File: src/rtl/dpba_defines.svh
// register offsets, field positions, reset values and timing counts of the arbiter
`ifndef DPBA_DEFINES_SVH
`define DPBA_DEFINES_SVH

`define DPBA_ADDR_W         4
`define DPBA_DATA_W         32
`define DPBA_LIMIT_W        16
`define DPBA_OFF_LIMIT      4'h0
`define DPBA_OFF_CTRL       4'h4
`define DPBA_OFF_STATUS     4'h8
`define DPBA_OFF_COUNT      4'hc
`define DPBA_CTRL_LOCK      0
`define DPBA_CTRL_SOFT_RESET_BIT      1
`define DPBA_ST_MST_LSB     0
`define DPBA_ST_MST_MSB     1
`define DPBA_ST_SYNC        2
`define DPBA_ST_ISMST       3
`define DPBA_ID_SINGLE      2'h0
`define DPBA_ID_ONE         2'h1
`define DPBA_ID_TWO         2'h2
`define DPBA_ID_RSVD        2'h3
`define DPBA_HOLD_LIMIT_RST 16'h0012
`define DPBA_IGNORE_CYCLES  2'h2

`endif

File: src/rtl/dpba_pkg.sv
// types shared by the dual processor bus arbiter
package dpba_pkg;
	typedef enum logic [2:0] {
		DPBA_RESET  = 3'b000,
		DPBA_POST1  = 3'b001,
		DPBA_POST2  = 3'b010,
		DPBA_UNSYNC = 3'b011,
		DPBA_SLAVE  = 3'b100,
		DPBA_MASTER = 3'b101,
		DPBA_SINGLE = 3'b110
	} dpba_state_t;
endpackage : dpba_pkg

File: src/rtl/dpba_hold_counter.sv
// mastership hold counter: load, decrement, stop at zero
`timescale 1ns/10ps
`default_nettype none

module dpba_hold_counter #(
	parameter int WIDTH = 16
) (
	input  wire logic             mclk_in,
	input  wire logic             reset_n_in,
	input  wire logic             load_in,
	input  wire logic             dec_in,
	input  wire logic [WIDTH-1:0] limit_in,
	output logic      [WIDTH-1:0] count_out,
	output logic                  zero_out
);
	typedef struct packed {
		logic [WIDTH-1:0] cnt;
	} dpba_cnt_st_t;

	dpba_cnt_st_t r_reg;
	dpba_cnt_st_t r_next;

	// load wins over decrement; the count sits at zero until reloaded
	always_comb begin
		r_next = r_reg;
		if (load_in) begin
			r_next.cnt = limit_in;
		end else if (dec_in && (r_reg.cnt != '0)) begin
			r_next.cnt = r_reg.cnt - {{(WIDTH-1){1'b0}}, 1'b1};
		end
	end

	// state register
	always_ff @(posedge mclk_in) begin
		if (!reset_n_in) begin
			r_reg <= '0;
		end else begin
			r_reg <= r_next;
		end
	end

	assign count_out = r_reg.cnt;
	assign zero_out  = (r_reg.cnt == '0);
endmodule : dpba_hold_counter

`default_nettype wire

File: src/rtl/dpba_prio_filter.sv
// priority line sampler with one cycle release lag and a post-acquire blind window
`timescale 1ns/10ps
`default_nettype none
`include "dpba_defines.svh"

module dpba_prio_filter (
	input  wire logic mclk_in,
	input  wire logic reset_n_in,
	input  wire logic prio_n_in,
	input  wire logic ignore_start_in,
	output logic      prio_active_out
);
	typedef struct packed {
		logic       samp_n;
		logic [1:0] ignore_cnt;
		logic       active;
	} dpba_flt_st_t;

	dpba_flt_st_t r_reg;
	dpba_flt_st_t r_next;

	// active follows the sample one cycle late, so a high sample frees us a cycle later
	always_comb begin
		r_next = r_reg;
		r_next.samp_n = prio_n_in;
		if (ignore_start_in) begin
			r_next.ignore_cnt = `DPBA_IGNORE_CYCLES;
		end else if (r_reg.ignore_cnt != 2'h0) begin
			r_next.ignore_cnt = r_reg.ignore_cnt - 2'h1;
		end
		r_next.active = !r_reg.samp_n && (r_next.ignore_cnt == 2'h0)
			&& (r_reg.ignore_cnt == 2'h0);
	end

	// state register
	always_ff @(posedge mclk_in) begin
		if (!reset_n_in) begin
			r_reg <= '{samp_n: 1'b1, ignore_cnt: 2'h0, active: 1'b0};
		end else begin
			r_reg <= r_next;
		end
	end

	assign prio_active_out = r_reg.active;
endmodule : dpba_prio_filter

`default_nettype wire

File: src/rtl/dpba_arbiter.sv
// dual processor bus arbiter: reset synchronisation, hold timeout, priority override
`timescale 1ns/10ps
`default_nettype none
`include "dpba_defines.svh"

// Notes on behaviour
// - on hold timeout finish current access, then drop request, hold back new ones
// - timeout with other side idle: keep request, do not reload counter
// - an access stretched by acknowledge keeps mastership until it completes
// - under bus lock the timeout drop waits until lock clears
// - host bus request freezes the hold counter until withdrawn
// - without priority line, give bus only when idle or on timeout
// - non-master with pending core access pulls priority line and requests
// - priority line only pulled low, never by the current master
// - master without core access drops request on priority, after current access
// - while priority active, request only for a pending core access
// - new master lets go of the priority line at once
// - normal requesting resumes one cycle after priority sampled high
// - new master ignores the priority line for two cycles
// - soft reset resynchronises exactly like hardware reset
// - identity 00 runs single, no arbitration synchronisation
// - identity 10 keeps its request off in reset and two cycles after
// - synchronised when exactly one request is seen; it names the master
// - identity 01 requests in reset and two cycles after; drives control lines
// - identity 01 synced after two cycles becomes master, else drops out
// - sync done status set once synchronised
// - in reset identity 01 drives controls only if last cycle it alone held bus
// - identity 01 keeps driving two cycles after reset unless grant or other request
// - counter loads on gaining bus, decrements on contended accesses, reloads on drop
// - mastership passes only when master drops and other requests together
module dpba_arbiter
	import dpba_pkg::*;
#(
	parameter int LIMIT_W = `DPBA_LIMIT_W
) (
	input  wire logic                      mclk_in,
	input  wire logic                      reset_n_in,
	input  wire logic [1:0]                identity_strap_in,
	input  wire logic                      core_pending_in,
	input  wire logic                      dma_pending_in,
	input  wire logic                      access_active_in,
	input  wire logic                      access_busy_in,
	input  wire logic                      ack_hold_in,
	input  wire logic                      other_request_n_in,
	input  wire logic                      host_bus_request_n_in,
	input  wire logic                      host_bus_grant_n_in,
	input  wire logic                      priority_override_line_n_in,
	input  wire logic [`DPBA_ADDR_W-1:0]   reg_addr_in,
	input  wire logic [`DPBA_DATA_W-1:0]   reg_wdata_in,
	input  wire logic                      reg_wr_in,
	input  wire logic                      reg_rd_in,
	output logic                           bus_request_line_n_out,
	output logic                           priority_override_line_out,
	output logic                           priority_override_line_oe_out,
	output logic                           is_master_out,
	output logic                           access_grant_out,
	output logic                           memctl_drive_out,
	output logic [`DPBA_DATA_W-1:0]        reg_rdata_out
);
	typedef struct packed {
		dpba_state_t                 state;
		logic [1:0]                  id;
		logic                        own_req_n;
		logic                        own_prev_n;
		logic                        oth_n;
		logic                        hbr_n;
		logic                        hbg_n;
		logic                        sync;
		logic [1:0]                  master_id;
		logic                        cpa_oe;
		logic                        grant;
		logic                        memctl;
		logic                        is_master;
		logic [LIMIT_W-1:0]          limit;
		logic                        lock;
		logic                        soft_reset_bit;
		logic [`DPBA_DATA_W-1:0]     rdata;
	} dpba_arb_st_t;

	dpba_arb_st_t       r_reg;
	dpba_arb_st_t       r_next;
	logic               in_rst;
	logic               one_line;
	logic               want;
	logic               req_ok;
	logic               tout;
	logic               rel_hold;
	logic               drop;
	logic               gain;
	logic               cnt_load;
	logic               cnt_dec;
	logic               cnt_zero;
	logic               prio_active;
	logic [LIMIT_W-1:0] cnt;

	// identity of the other processor of the pair
	function automatic logic [1:0] dpba_other_id(input logic [1:0] id);
		dpba_other_id = (id == `DPBA_ID_ONE) ? `DPBA_ID_TWO : `DPBA_ID_ONE;
	endfunction : dpba_other_id

	// single processor straps, including the reserved one
	function automatic logic dpba_is_single(input logic [1:0] id);
		dpba_is_single = (id == `DPBA_ID_SINGLE) || (id == `DPBA_ID_RSVD);
	endfunction : dpba_is_single

	// software pulse and hardware pin both hold the arbiter in reset
	assign in_rst   = !reset_n_in || r_reg.soft_reset_bit;
	// own line is taken one cycle late so both lines describe the same bus cycle
	assign one_line = (!r_reg.own_prev_n) ^ (!r_reg.oth_n);
	assign want     = core_pending_in || dma_pending_in;
	assign req_ok   = prio_active ? core_pending_in : want;
	assign tout     = cnt_zero && !r_reg.oth_n;
	assign rel_hold = (tout && !r_reg.lock) || (prio_active && !core_pending_in);
	assign drop     = (rel_hold || !want) && !access_busy_in && !ack_hold_in;
	assign gain     = (r_reg.state == DPBA_SLAVE) && !r_reg.own_prev_n && r_reg.oth_n;

	// counter control: load on gain or while master with our request off, count contended accesses
	assign cnt_load = gain || ((r_reg.state == DPBA_MASTER) && r_reg.own_req_n);
	assign cnt_dec  = (r_reg.state == DPBA_MASTER) && !r_reg.own_req_n && access_active_in
		&& !r_reg.oth_n && r_reg.hbr_n;

	dpba_hold_counter #(
		.WIDTH(LIMIT_W)
	) u_hold_counter (
		.mclk_in   (mclk_in),
		.reset_n_in(!in_rst),
		.load_in   (cnt_load),
		.dec_in    (cnt_dec),
		.limit_in  (r_reg.limit),
		.count_out (cnt),
		.zero_out  (cnt_zero)
	);

	dpba_prio_filter u_prio_filter (
		.mclk_in        (mclk_in),
		.reset_n_in     (!in_rst),
		.prio_n_in      (priority_override_line_n_in),
		.ignore_start_in(gain),
		.prio_active_out(prio_active)
	);

	// arbitration state machine plus register port
	always_comb begin
		r_next = r_reg;
		r_next.oth_n = other_request_n_in;
		r_next.own_prev_n = r_reg.own_req_n; // line level matching the other sample
		r_next.hbr_n = host_bus_request_n_in;
		r_next.hbg_n = host_bus_grant_n_in;
		r_next.soft_reset_bit  = 1'b0;
		r_next.rdata = '0;
		if (in_rst) begin
			r_next.state     = DPBA_RESET;
			r_next.id        = identity_strap_in;
			r_next.own_req_n = (identity_strap_in != `DPBA_ID_ONE);
			r_next.sync      = 1'b0;
			r_next.master_id = `DPBA_ID_SINGLE;
			r_next.cpa_oe    = 1'b0;
			r_next.grant     = 1'b0;
			r_next.is_master = 1'b0;
			r_next.memctl    = (identity_strap_in == `DPBA_ID_ONE) && !r_reg.own_req_n
				&& r_reg.oth_n && r_reg.hbg_n;
		end else begin
			case (r_reg.state)
				DPBA_RESET: begin
					if (dpba_is_single(r_reg.id)) begin
						r_next.state     = DPBA_SINGLE;
						r_next.master_id = r_reg.id;
						r_next.is_master = 1'b1;
						r_next.grant     = 1'b1;
						r_next.memctl    = 1'b1;
					end else begin
						r_next.state  = DPBA_POST1;
						r_next.memctl = r_reg.memctl && other_request_n_in
							&& host_bus_grant_n_in;
					end
				end
				DPBA_POST1, DPBA_POST2: begin
					r_next.memctl = r_reg.memctl && other_request_n_in
						&& host_bus_grant_n_in;
					if (!r_reg.sync && one_line) begin
						r_next.sync      = 1'b1;
						r_next.master_id = !r_reg.own_prev_n ? r_reg.id : dpba_other_id(r_reg.id);
					end
					if (r_reg.state == DPBA_POST1) begin
						r_next.state = DPBA_POST2;
					end else if (r_next.sync && (r_next.master_id == r_reg.id)) begin
						r_next.state     = DPBA_MASTER;
						r_next.is_master = 1'b1;
						r_next.grant     = 1'b1;
						r_next.memctl    = 1'b1;
					end else begin
						r_next.state     = r_next.sync ? DPBA_SLAVE : DPBA_UNSYNC;
						r_next.own_req_n = 1'b1;
						r_next.memctl    = 1'b0;
					end
				end
				DPBA_UNSYNC: begin
					r_next.own_req_n = 1'b1;
					if (one_line) begin
						r_next.sync      = 1'b1;
						r_next.master_id = dpba_other_id(r_reg.id);
						r_next.state     = DPBA_SLAVE;
					end
				end
				DPBA_SLAVE: begin
					if (gain) begin
						r_next.state     = DPBA_MASTER;
						r_next.master_id = r_reg.id;
						r_next.is_master = 1'b1;
						r_next.cpa_oe    = 1'b0;
						r_next.grant     = want;
						r_next.memctl    = 1'b1;
					end else begin
						r_next.own_req_n = !req_ok;
						r_next.cpa_oe    = core_pending_in;
					end
				end
				DPBA_MASTER: begin
					r_next.cpa_oe = 1'b0;
					// a transition needs our line off and the other on in the same cycle
					if (r_reg.own_req_n) begin
						if (r_reg.own_prev_n && !r_reg.oth_n) begin
							r_next.state     = DPBA_SLAVE;
							r_next.master_id = dpba_other_id(r_reg.id);
							r_next.is_master = 1'b0;
							r_next.memctl    = 1'b0;
							r_next.grant     = 1'b0;
						end else if (req_ok && r_reg.oth_n) begin
							r_next.own_req_n = 1'b0;
							r_next.grant     = 1'b1;
						end
					end else begin
						r_next.own_req_n = drop;
						r_next.grant     = !drop && !rel_hold;
					end
				end
				DPBA_SINGLE: begin
					r_next.grant  = 1'b1;
					r_next.memctl = 1'b1;
				end
				default: begin
					r_next.state = DPBA_RESET;
				end
			endcase
		end
		// register writes
		if (reg_wr_in) begin
			case (reg_addr_in)
				`DPBA_OFF_LIMIT: r_next.limit = reg_wdata_in[LIMIT_W-1:0];
				`DPBA_OFF_CTRL: begin
					r_next.lock = reg_wdata_in[`DPBA_CTRL_LOCK];
					r_next.soft_reset_bit = reg_wdata_in[`DPBA_CTRL_SOFT_RESET_BIT];
				end
				default: r_next.soft_reset_bit = 1'b0;
			endcase
		end
		// register reads, answered in the following cycle
		if (reg_rd_in) begin
			case (reg_addr_in)
				`DPBA_OFF_LIMIT: r_next.rdata[LIMIT_W-1:0] = r_reg.limit;
				`DPBA_OFF_CTRL:  r_next.rdata[`DPBA_CTRL_LOCK] = r_reg.lock;
				`DPBA_OFF_STATUS: begin
					r_next.rdata[`DPBA_ST_MST_MSB:`DPBA_ST_MST_LSB] = r_reg.master_id;
					r_next.rdata[`DPBA_ST_SYNC]  = r_reg.sync;
					r_next.rdata[`DPBA_ST_ISMST] = r_reg.is_master;
				end
				`DPBA_OFF_COUNT: r_next.rdata[LIMIT_W-1:0] = cnt;
				default:         r_next.rdata = '0;
			endcase
		end
	end

	// state register; limit and lock survive a soft reset
	always_ff @(posedge mclk_in) begin
		if (!reset_n_in) begin
			r_reg           <= '0;
			r_reg.state     <= DPBA_RESET;
			r_reg.id        <= identity_strap_in;
			r_reg.own_req_n <= (identity_strap_in != `DPBA_ID_ONE);
			r_reg.own_prev_n <= (identity_strap_in != `DPBA_ID_ONE);
			r_reg.oth_n     <= 1'b1;
			r_reg.hbr_n     <= 1'b1;
			r_reg.hbg_n     <= 1'b1;
			r_reg.memctl    <= (identity_strap_in == `DPBA_ID_ONE) && !r_reg.own_req_n
				&& r_reg.oth_n && r_reg.hbg_n;
			r_reg.limit     <= `DPBA_HOLD_LIMIT_RST;
		end else begin
			r_reg <= r_next;
		end
	end

	assign bus_request_line_n_out        = r_reg.own_req_n;
	assign priority_override_line_out    = 1'b0;
	assign priority_override_line_oe_out = r_reg.cpa_oe;
	assign is_master_out                 = r_reg.is_master;
	assign access_grant_out              = r_reg.grant;
	assign memctl_drive_out              = r_reg.memctl;
	assign reg_rdata_out                 = r_reg.rdata;
endmodule : dpba_arbiter

`default_nettype wire

File: config.mk
export PLATFORM = sky130hd
export DESIGN_NAME = dpba_arbiter
export DESIGN_NICKNAME = d
export VERILOG_FILES = /design/src/rtl/dpba_pkg.sv /design/src/rtl/dpba_hold_counter.sv /design/src/rtl/dpba_prio_filter.sv /design/src/rtl/dpba_arbiter.sv
export VERILOG_INCLUDE_DIRS = /design/src /design/src/rtl
export SDC_FILE = /design/constraint.sdc
export NUM_CORES = 1
export LEC_CHECK = 0
export BUFFER_PORTS_ARGS = -buffer_cell sky130_fd_sc_hd__buf_2
export CAP_MARGIN = 0
export CORE_MARGIN = 3
export CORE_UTILIZATION = 49
export DETAILED_ROUTE_END_ITERATION = 10
export PLACE_DENSITY = 0.85
export SLEW_MARGIN = 10
export SYNTH_ARGS = -nofsm -noshare
export SYNTH_HDL_FRONTEND = slang
export SYNTH_SLANG_ARGS = --single-unit
File: constraint.sdc
create_clock -name mclk_in -period 2.1 [get_ports mclk_in]
set_input_delay 0.315 -clock mclk_in [delete_from_list [all_inputs] [get_ports mclk_in]]
set_output_delay 0.315 -clock mclk_in [all_outputs]
set_load 0.05 [all_outputs]
==> flow_results.xml <==
<?xml version="1.0" encoding="UTF-8"?>
<metrics>
  <group name="status">
    <metric name="outcome" unit="">complete, no violations</metric>
  </group>
  <group name="die">
    <metric name="io-pin-count" unit="">89</metric>
    <metric name="placement_row_count" unit="">31</metric>
    <metric name="fp.dieW" unit="um">94.4</metric>
    <metric name="initial_utilization" unit="%">51.7</metric>
    <metric name="dieArea" unit="um2">8910</metric>
    <metric name="floorplan.core_area" unit="um2">7410</metric>
    <metric name="vert_die_dim" unit="um">94.4</metric>
  </group>
  <group name="synth">
    <metric name="synth_flop_cell" unit="">dfxtp_1</metric>
    <metric name="synth-edff-count" unit="">4</metric>
    <metric name="synth_async_sr_flop_share" unit="%">0</metric>
    <metric name="synth_most_common_cell" unit="">dfxtp_1</metric>
    <metric name="ys_seq_elements" unit="">71</metric>
    <metric name="yosysWarnings" unit="">0</metric>
    <metric name="synth.largest_area_cell" unit="">dfxtp_1</metric>
    <metric name="post_synth_num_cell_types" unit="">71</metric>
    <metric name="ys_top_cells_by_count" unit="">dfxtp_1 (67), nand2_1 (54), nor2_1 (43)</metric>
    <metric name="synth.top_cell.area_share" unit="%">35.0</metric>
    <metric name="syn-instance-count" unit="">455</metric>
    <metric name="syn-mean-instance-area" unit="um2">8.41</metric>
    <metric name="ys_seq_area_share" unit="%">38.2</metric>
    <metric name="netlist_top_cells_area" unit="">dfxtp_1 (35%), buf_4 (6.5%), nand2_1 (5.3%)</metric>
    <metric name="syn-cell-area" unit="um2">3830</metric>
  </group>
  <group name="clock_tree">
    <metric name="cts.sinks" unit="">71</metric>
    <metric name="hold_buffers" unit="">0</metric>
    <metric name="number_of_buffers_created_by_cts" unit="">9</metric>
    <metric name="buffer_cell_driving_the_clock_tree_root" unit="">clkbuf_8</metric>
    <metric name="tritoncts_clock_tree" unit="">built</metric>
    <metric name="worstSkewPairLatency" unit="ns">0.35</metric>
    <metric name="htree_num_levels" unit="">3</metric>
    <metric name="clk_path_buf_depth" unit="">2</metric>
    <metric name="cts.clk_slew.worst_paths" unit="ns">0.08</metric>
  </group>
  <group name="global_route">
    <metric name="globalRoute.totalOverflow" unit="">0</metric>
    <metric name="grt_antenna_before_repair" unit="">0</metric>
    <metric name="grt_start_max_net_pins" unit="">25</metric>
    <metric name="grt_pass1_wl" unit="um">15400</metric>
    <metric name="track_usage" unit="%">22.1</metric>
    <metric name="first_global_vias" unit="">3185</metric>
  </group>
  <group name="setup_path">
    <metric name="critical_path_end_type" unit="">register</metric>
    <metric name="timing.critical_path.required" unit="ns">2.39</metric>
    <metric name="reg2reg_depth" unit="">7</metric>
    <metric name="cp_class" unit="">reg2reg</metric>
    <metric name="setup.worst_path.start_class" unit="">register</metric>
    <metric name="critical_path_peak_fanout" unit="">3</metric>
    <metric name="crit_arrival" unit="ns">2.28</metric>
  </group>
  <group name="layout">
    <metric name="final_net_count" unit="">568</metric>
    <metric name="antenna_cells_inserted" unit="">0</metric>
    <metric name="largest_register_ffs" unit="">30</metric>
    <metric name="finish.utilization" unit="%">59.2</metric>
    <metric name="layout-area-overhead-vs-synth" unit="%">14.6</metric>
    <metric name="final_layout_size_suffix_gt1_share" unit="%">24.1</metric>
  </group>
  <group name="power">
    <metric name="power.density" unit="nW/um2">996</metric>
    <metric name="power_frac_comb" unit="%">40.3</metric>
    <metric name="worst_ir_drop_vdd" unit="mV">0.435</metric>
    <metric name="p_int" unit="mW">2.63</metric>
    <metric name="sw_frac_of_total" unit="%">39.9</metric>
    <metric name="clkPwrFrac" unit="%">21.5</metric>
    <metric name="cellLeakagePower" unit="nW">1.75</metric>
    <metric name="net-switching-power" unit="mW">1.74</metric>
    <metric name="sequential_power_share" unit="%">38.3</metric>
  </group>
  <group name="timing">
    <metric name="max_freq" unit="GHz">0.504</metric>
    <metric name="finClkSkew" unit="ns">0.0124</metric>
    <metric name="post-route-worst-setup-slack" unit="ns">0.117</metric>
    <metric name="worst-slew-pin-transition" unit="ns">0.521</metric>
    <metric name="relSlewSlack" unit="%">65.3</metric>
    <metric name="finalMaxSlewViolations" unit="">0</metric>
    <metric name="finalCritPeriodShare" unit="%">94.4</metric>
    <metric name="timing_hold_violations_final" unit="">0</metric>
    <metric name="total_setup_violations_reported_at_the_end_of_the_flow" unit="">0</metric>
    <metric name="period_minus_slack" unit="ns">1.98</metric>
    <metric name="rsz0062_at_grt" unit="">true</metric>
  </group>
  <group name="routing">
    <metric name="detail_route.wl_per_cell" unit="um">15.6</metric>
    <metric name="detail_route.first_pass.iterations" unit="">4</metric>
    <metric name="route.vias.total" unit="">3496</metric>
    <metric name="via_per_inst" unit="">5.67</metric>
    <metric name="routed_wl" unit="um">9640</metric>
    <metric name="detail-route-antenna-nets" unit="">0</metric>
    <metric name="drt_first_iter_violations" unit="">220</metric>
    <metric name="drc" unit="">0</metric>
  </group>
  <group name="placed_design">
    <metric name="detailedPlace.worstSlack" unit="ns">0.0684</metric>
    <metric name="final_weighted_congestion_in_routability_driven_placement" unit="">0.928</metric>
    <metric name="post_dp_hpwl" unit="um">7170</metric>
    <metric name="port_buffers" unit="">55</metric>
  </group>
  <group name="worst_hold_path">
    <metric name="worstHoldPathType" unit="">in2reg</metric>
    <metric name="min_path_cells" unit="">1</metric>
  </group>
  <group name="run">
    <metric name="timing.max_cap.violations" unit="">0</metric>
  </group>
</metrics>
-- kinds of logic (layout without fill, tap and decap cells) --
family	after synthesis	after routing	synth area share (%)
multiplexers	5	5	1.73
adder cells (fa/ha/maj)	4	4	1.31
other	1	17	0.0979
AND/OR/NAND/NOR	172	172	24.5
buffers and inverters	66	113	9.74
flip-flops	71	71	38.2
AO/OA/AOI/OAI	126	126	22.2
XOR/XNOR	10	10	2.29
-- through the flow --
step / area [um2] / power (mW) / std cells / hold WS [ns] / setup TNS [ns]
6_report: 4390 / 4.37 / 617 / 0.156 / 0
2_1_floorplan: 3890 / 2.87 / 471 / 0.373 / 0
3_5_place_dp: 4190 / 3.38 / 599 / 0.378 / 0
3_3_place_gp: 4190 / 3.34 / 599 / 0.384 / 0
5_1_grt: 4390 / 4.60 / 617 / 0.151 / -0.00298
4_1_cts: 4350 / 4.31 / 615 / 0.141 / 0
-- critical path, cell delays in order (launching register included) --
cell	delay (ns)
edfxtp_1	0.38
inv_1	0.09
ha_1	0.20
or3b_2	0.46
nand4_1	0.13
a21boi_1	0.13
o41ai_2	0.34
o311a_1	0.20
-- power groups by stage --
| stage | logic, mW | registers, mW | clock network [mW] |
|---|---|---|---|
| final | 1.76 | 1.67 | 0.937 |
| after global routing | 1.89 | 1.69 | 1.01 |
| after CTS | 1.69 | 1.67 | 0.955 |
| after detailed placement | 1.68 | 1.70 | 0 |
| after global placement | 1.65 | 1.69 | 0 |
| after floorplan | 1.10 | 1.77 | 0 |
-- final timing paths --
| path | start | endpoint | slack, ns |
|---|---|---|---|
| max | r_reg[63] | access_grant_out | 0.12 |
| min | identity_strap_in[0] | r_reg[62] | 0.16 |
| max reg2reg | r_reg[63] | access_grant_out | 0.12 |
| min reg2reg | u_prio_filter.r_reg[3] | u_prio_filter.prio_active_out | 0.39 |
-- area by class of cell --
type                    count  area (um2)
flip-flops and latches     71        1460
multi-input cells         334        2070
fillers                   685        3020
clock buffers              10         128
well taps                  99         124
clock inverters             6        36.3
inverters                  11        41.3
repair buffers             86         520
-- cell usage in the layout (no fill, tap or decap), drive strengths merged, types with 3 or more instances in the layout --
cell	synthesis	routed
xnor2	4	4
dfxtp	67	67
nand4	4	4
nand2	54	54
nand3	11	11
a21oi	25	25
or2	3	3
buf	35	86
a22oi	17	17
o21ai	22	22
nor2b	7	7
edfxtp	4	4
nand4b	3	3
nor4	5	5
or4	3	3
ha	4	4
mux2	3	3
clkbuf	20	10
nand2b	13	13
a31oi	6	6
a21boi	15	15
o211ai	8	8
clkinv	1	5
inv	10	11
o22ai	4	4
conb	1	17
nor2	43	43
xor2	6	6
or3	4	4
nor3	8	8
-- layer usage --
metal,wire (um),global-route usage [%]
met4,191,9.27
met3,859,3.43
met1,4470,31.8
met5,0,0
met2,4110,33.0
-- what timing repair did --
| action | 4_1_cts | 5_1_grt |
|---|---|---|
| buffers inserted | 0 | 2 |
| resized for setup | 0 | 6 |
| setup endpoints to repair | 0 | 8 |
Note: power is estimated with default switching activity, not from simulation.
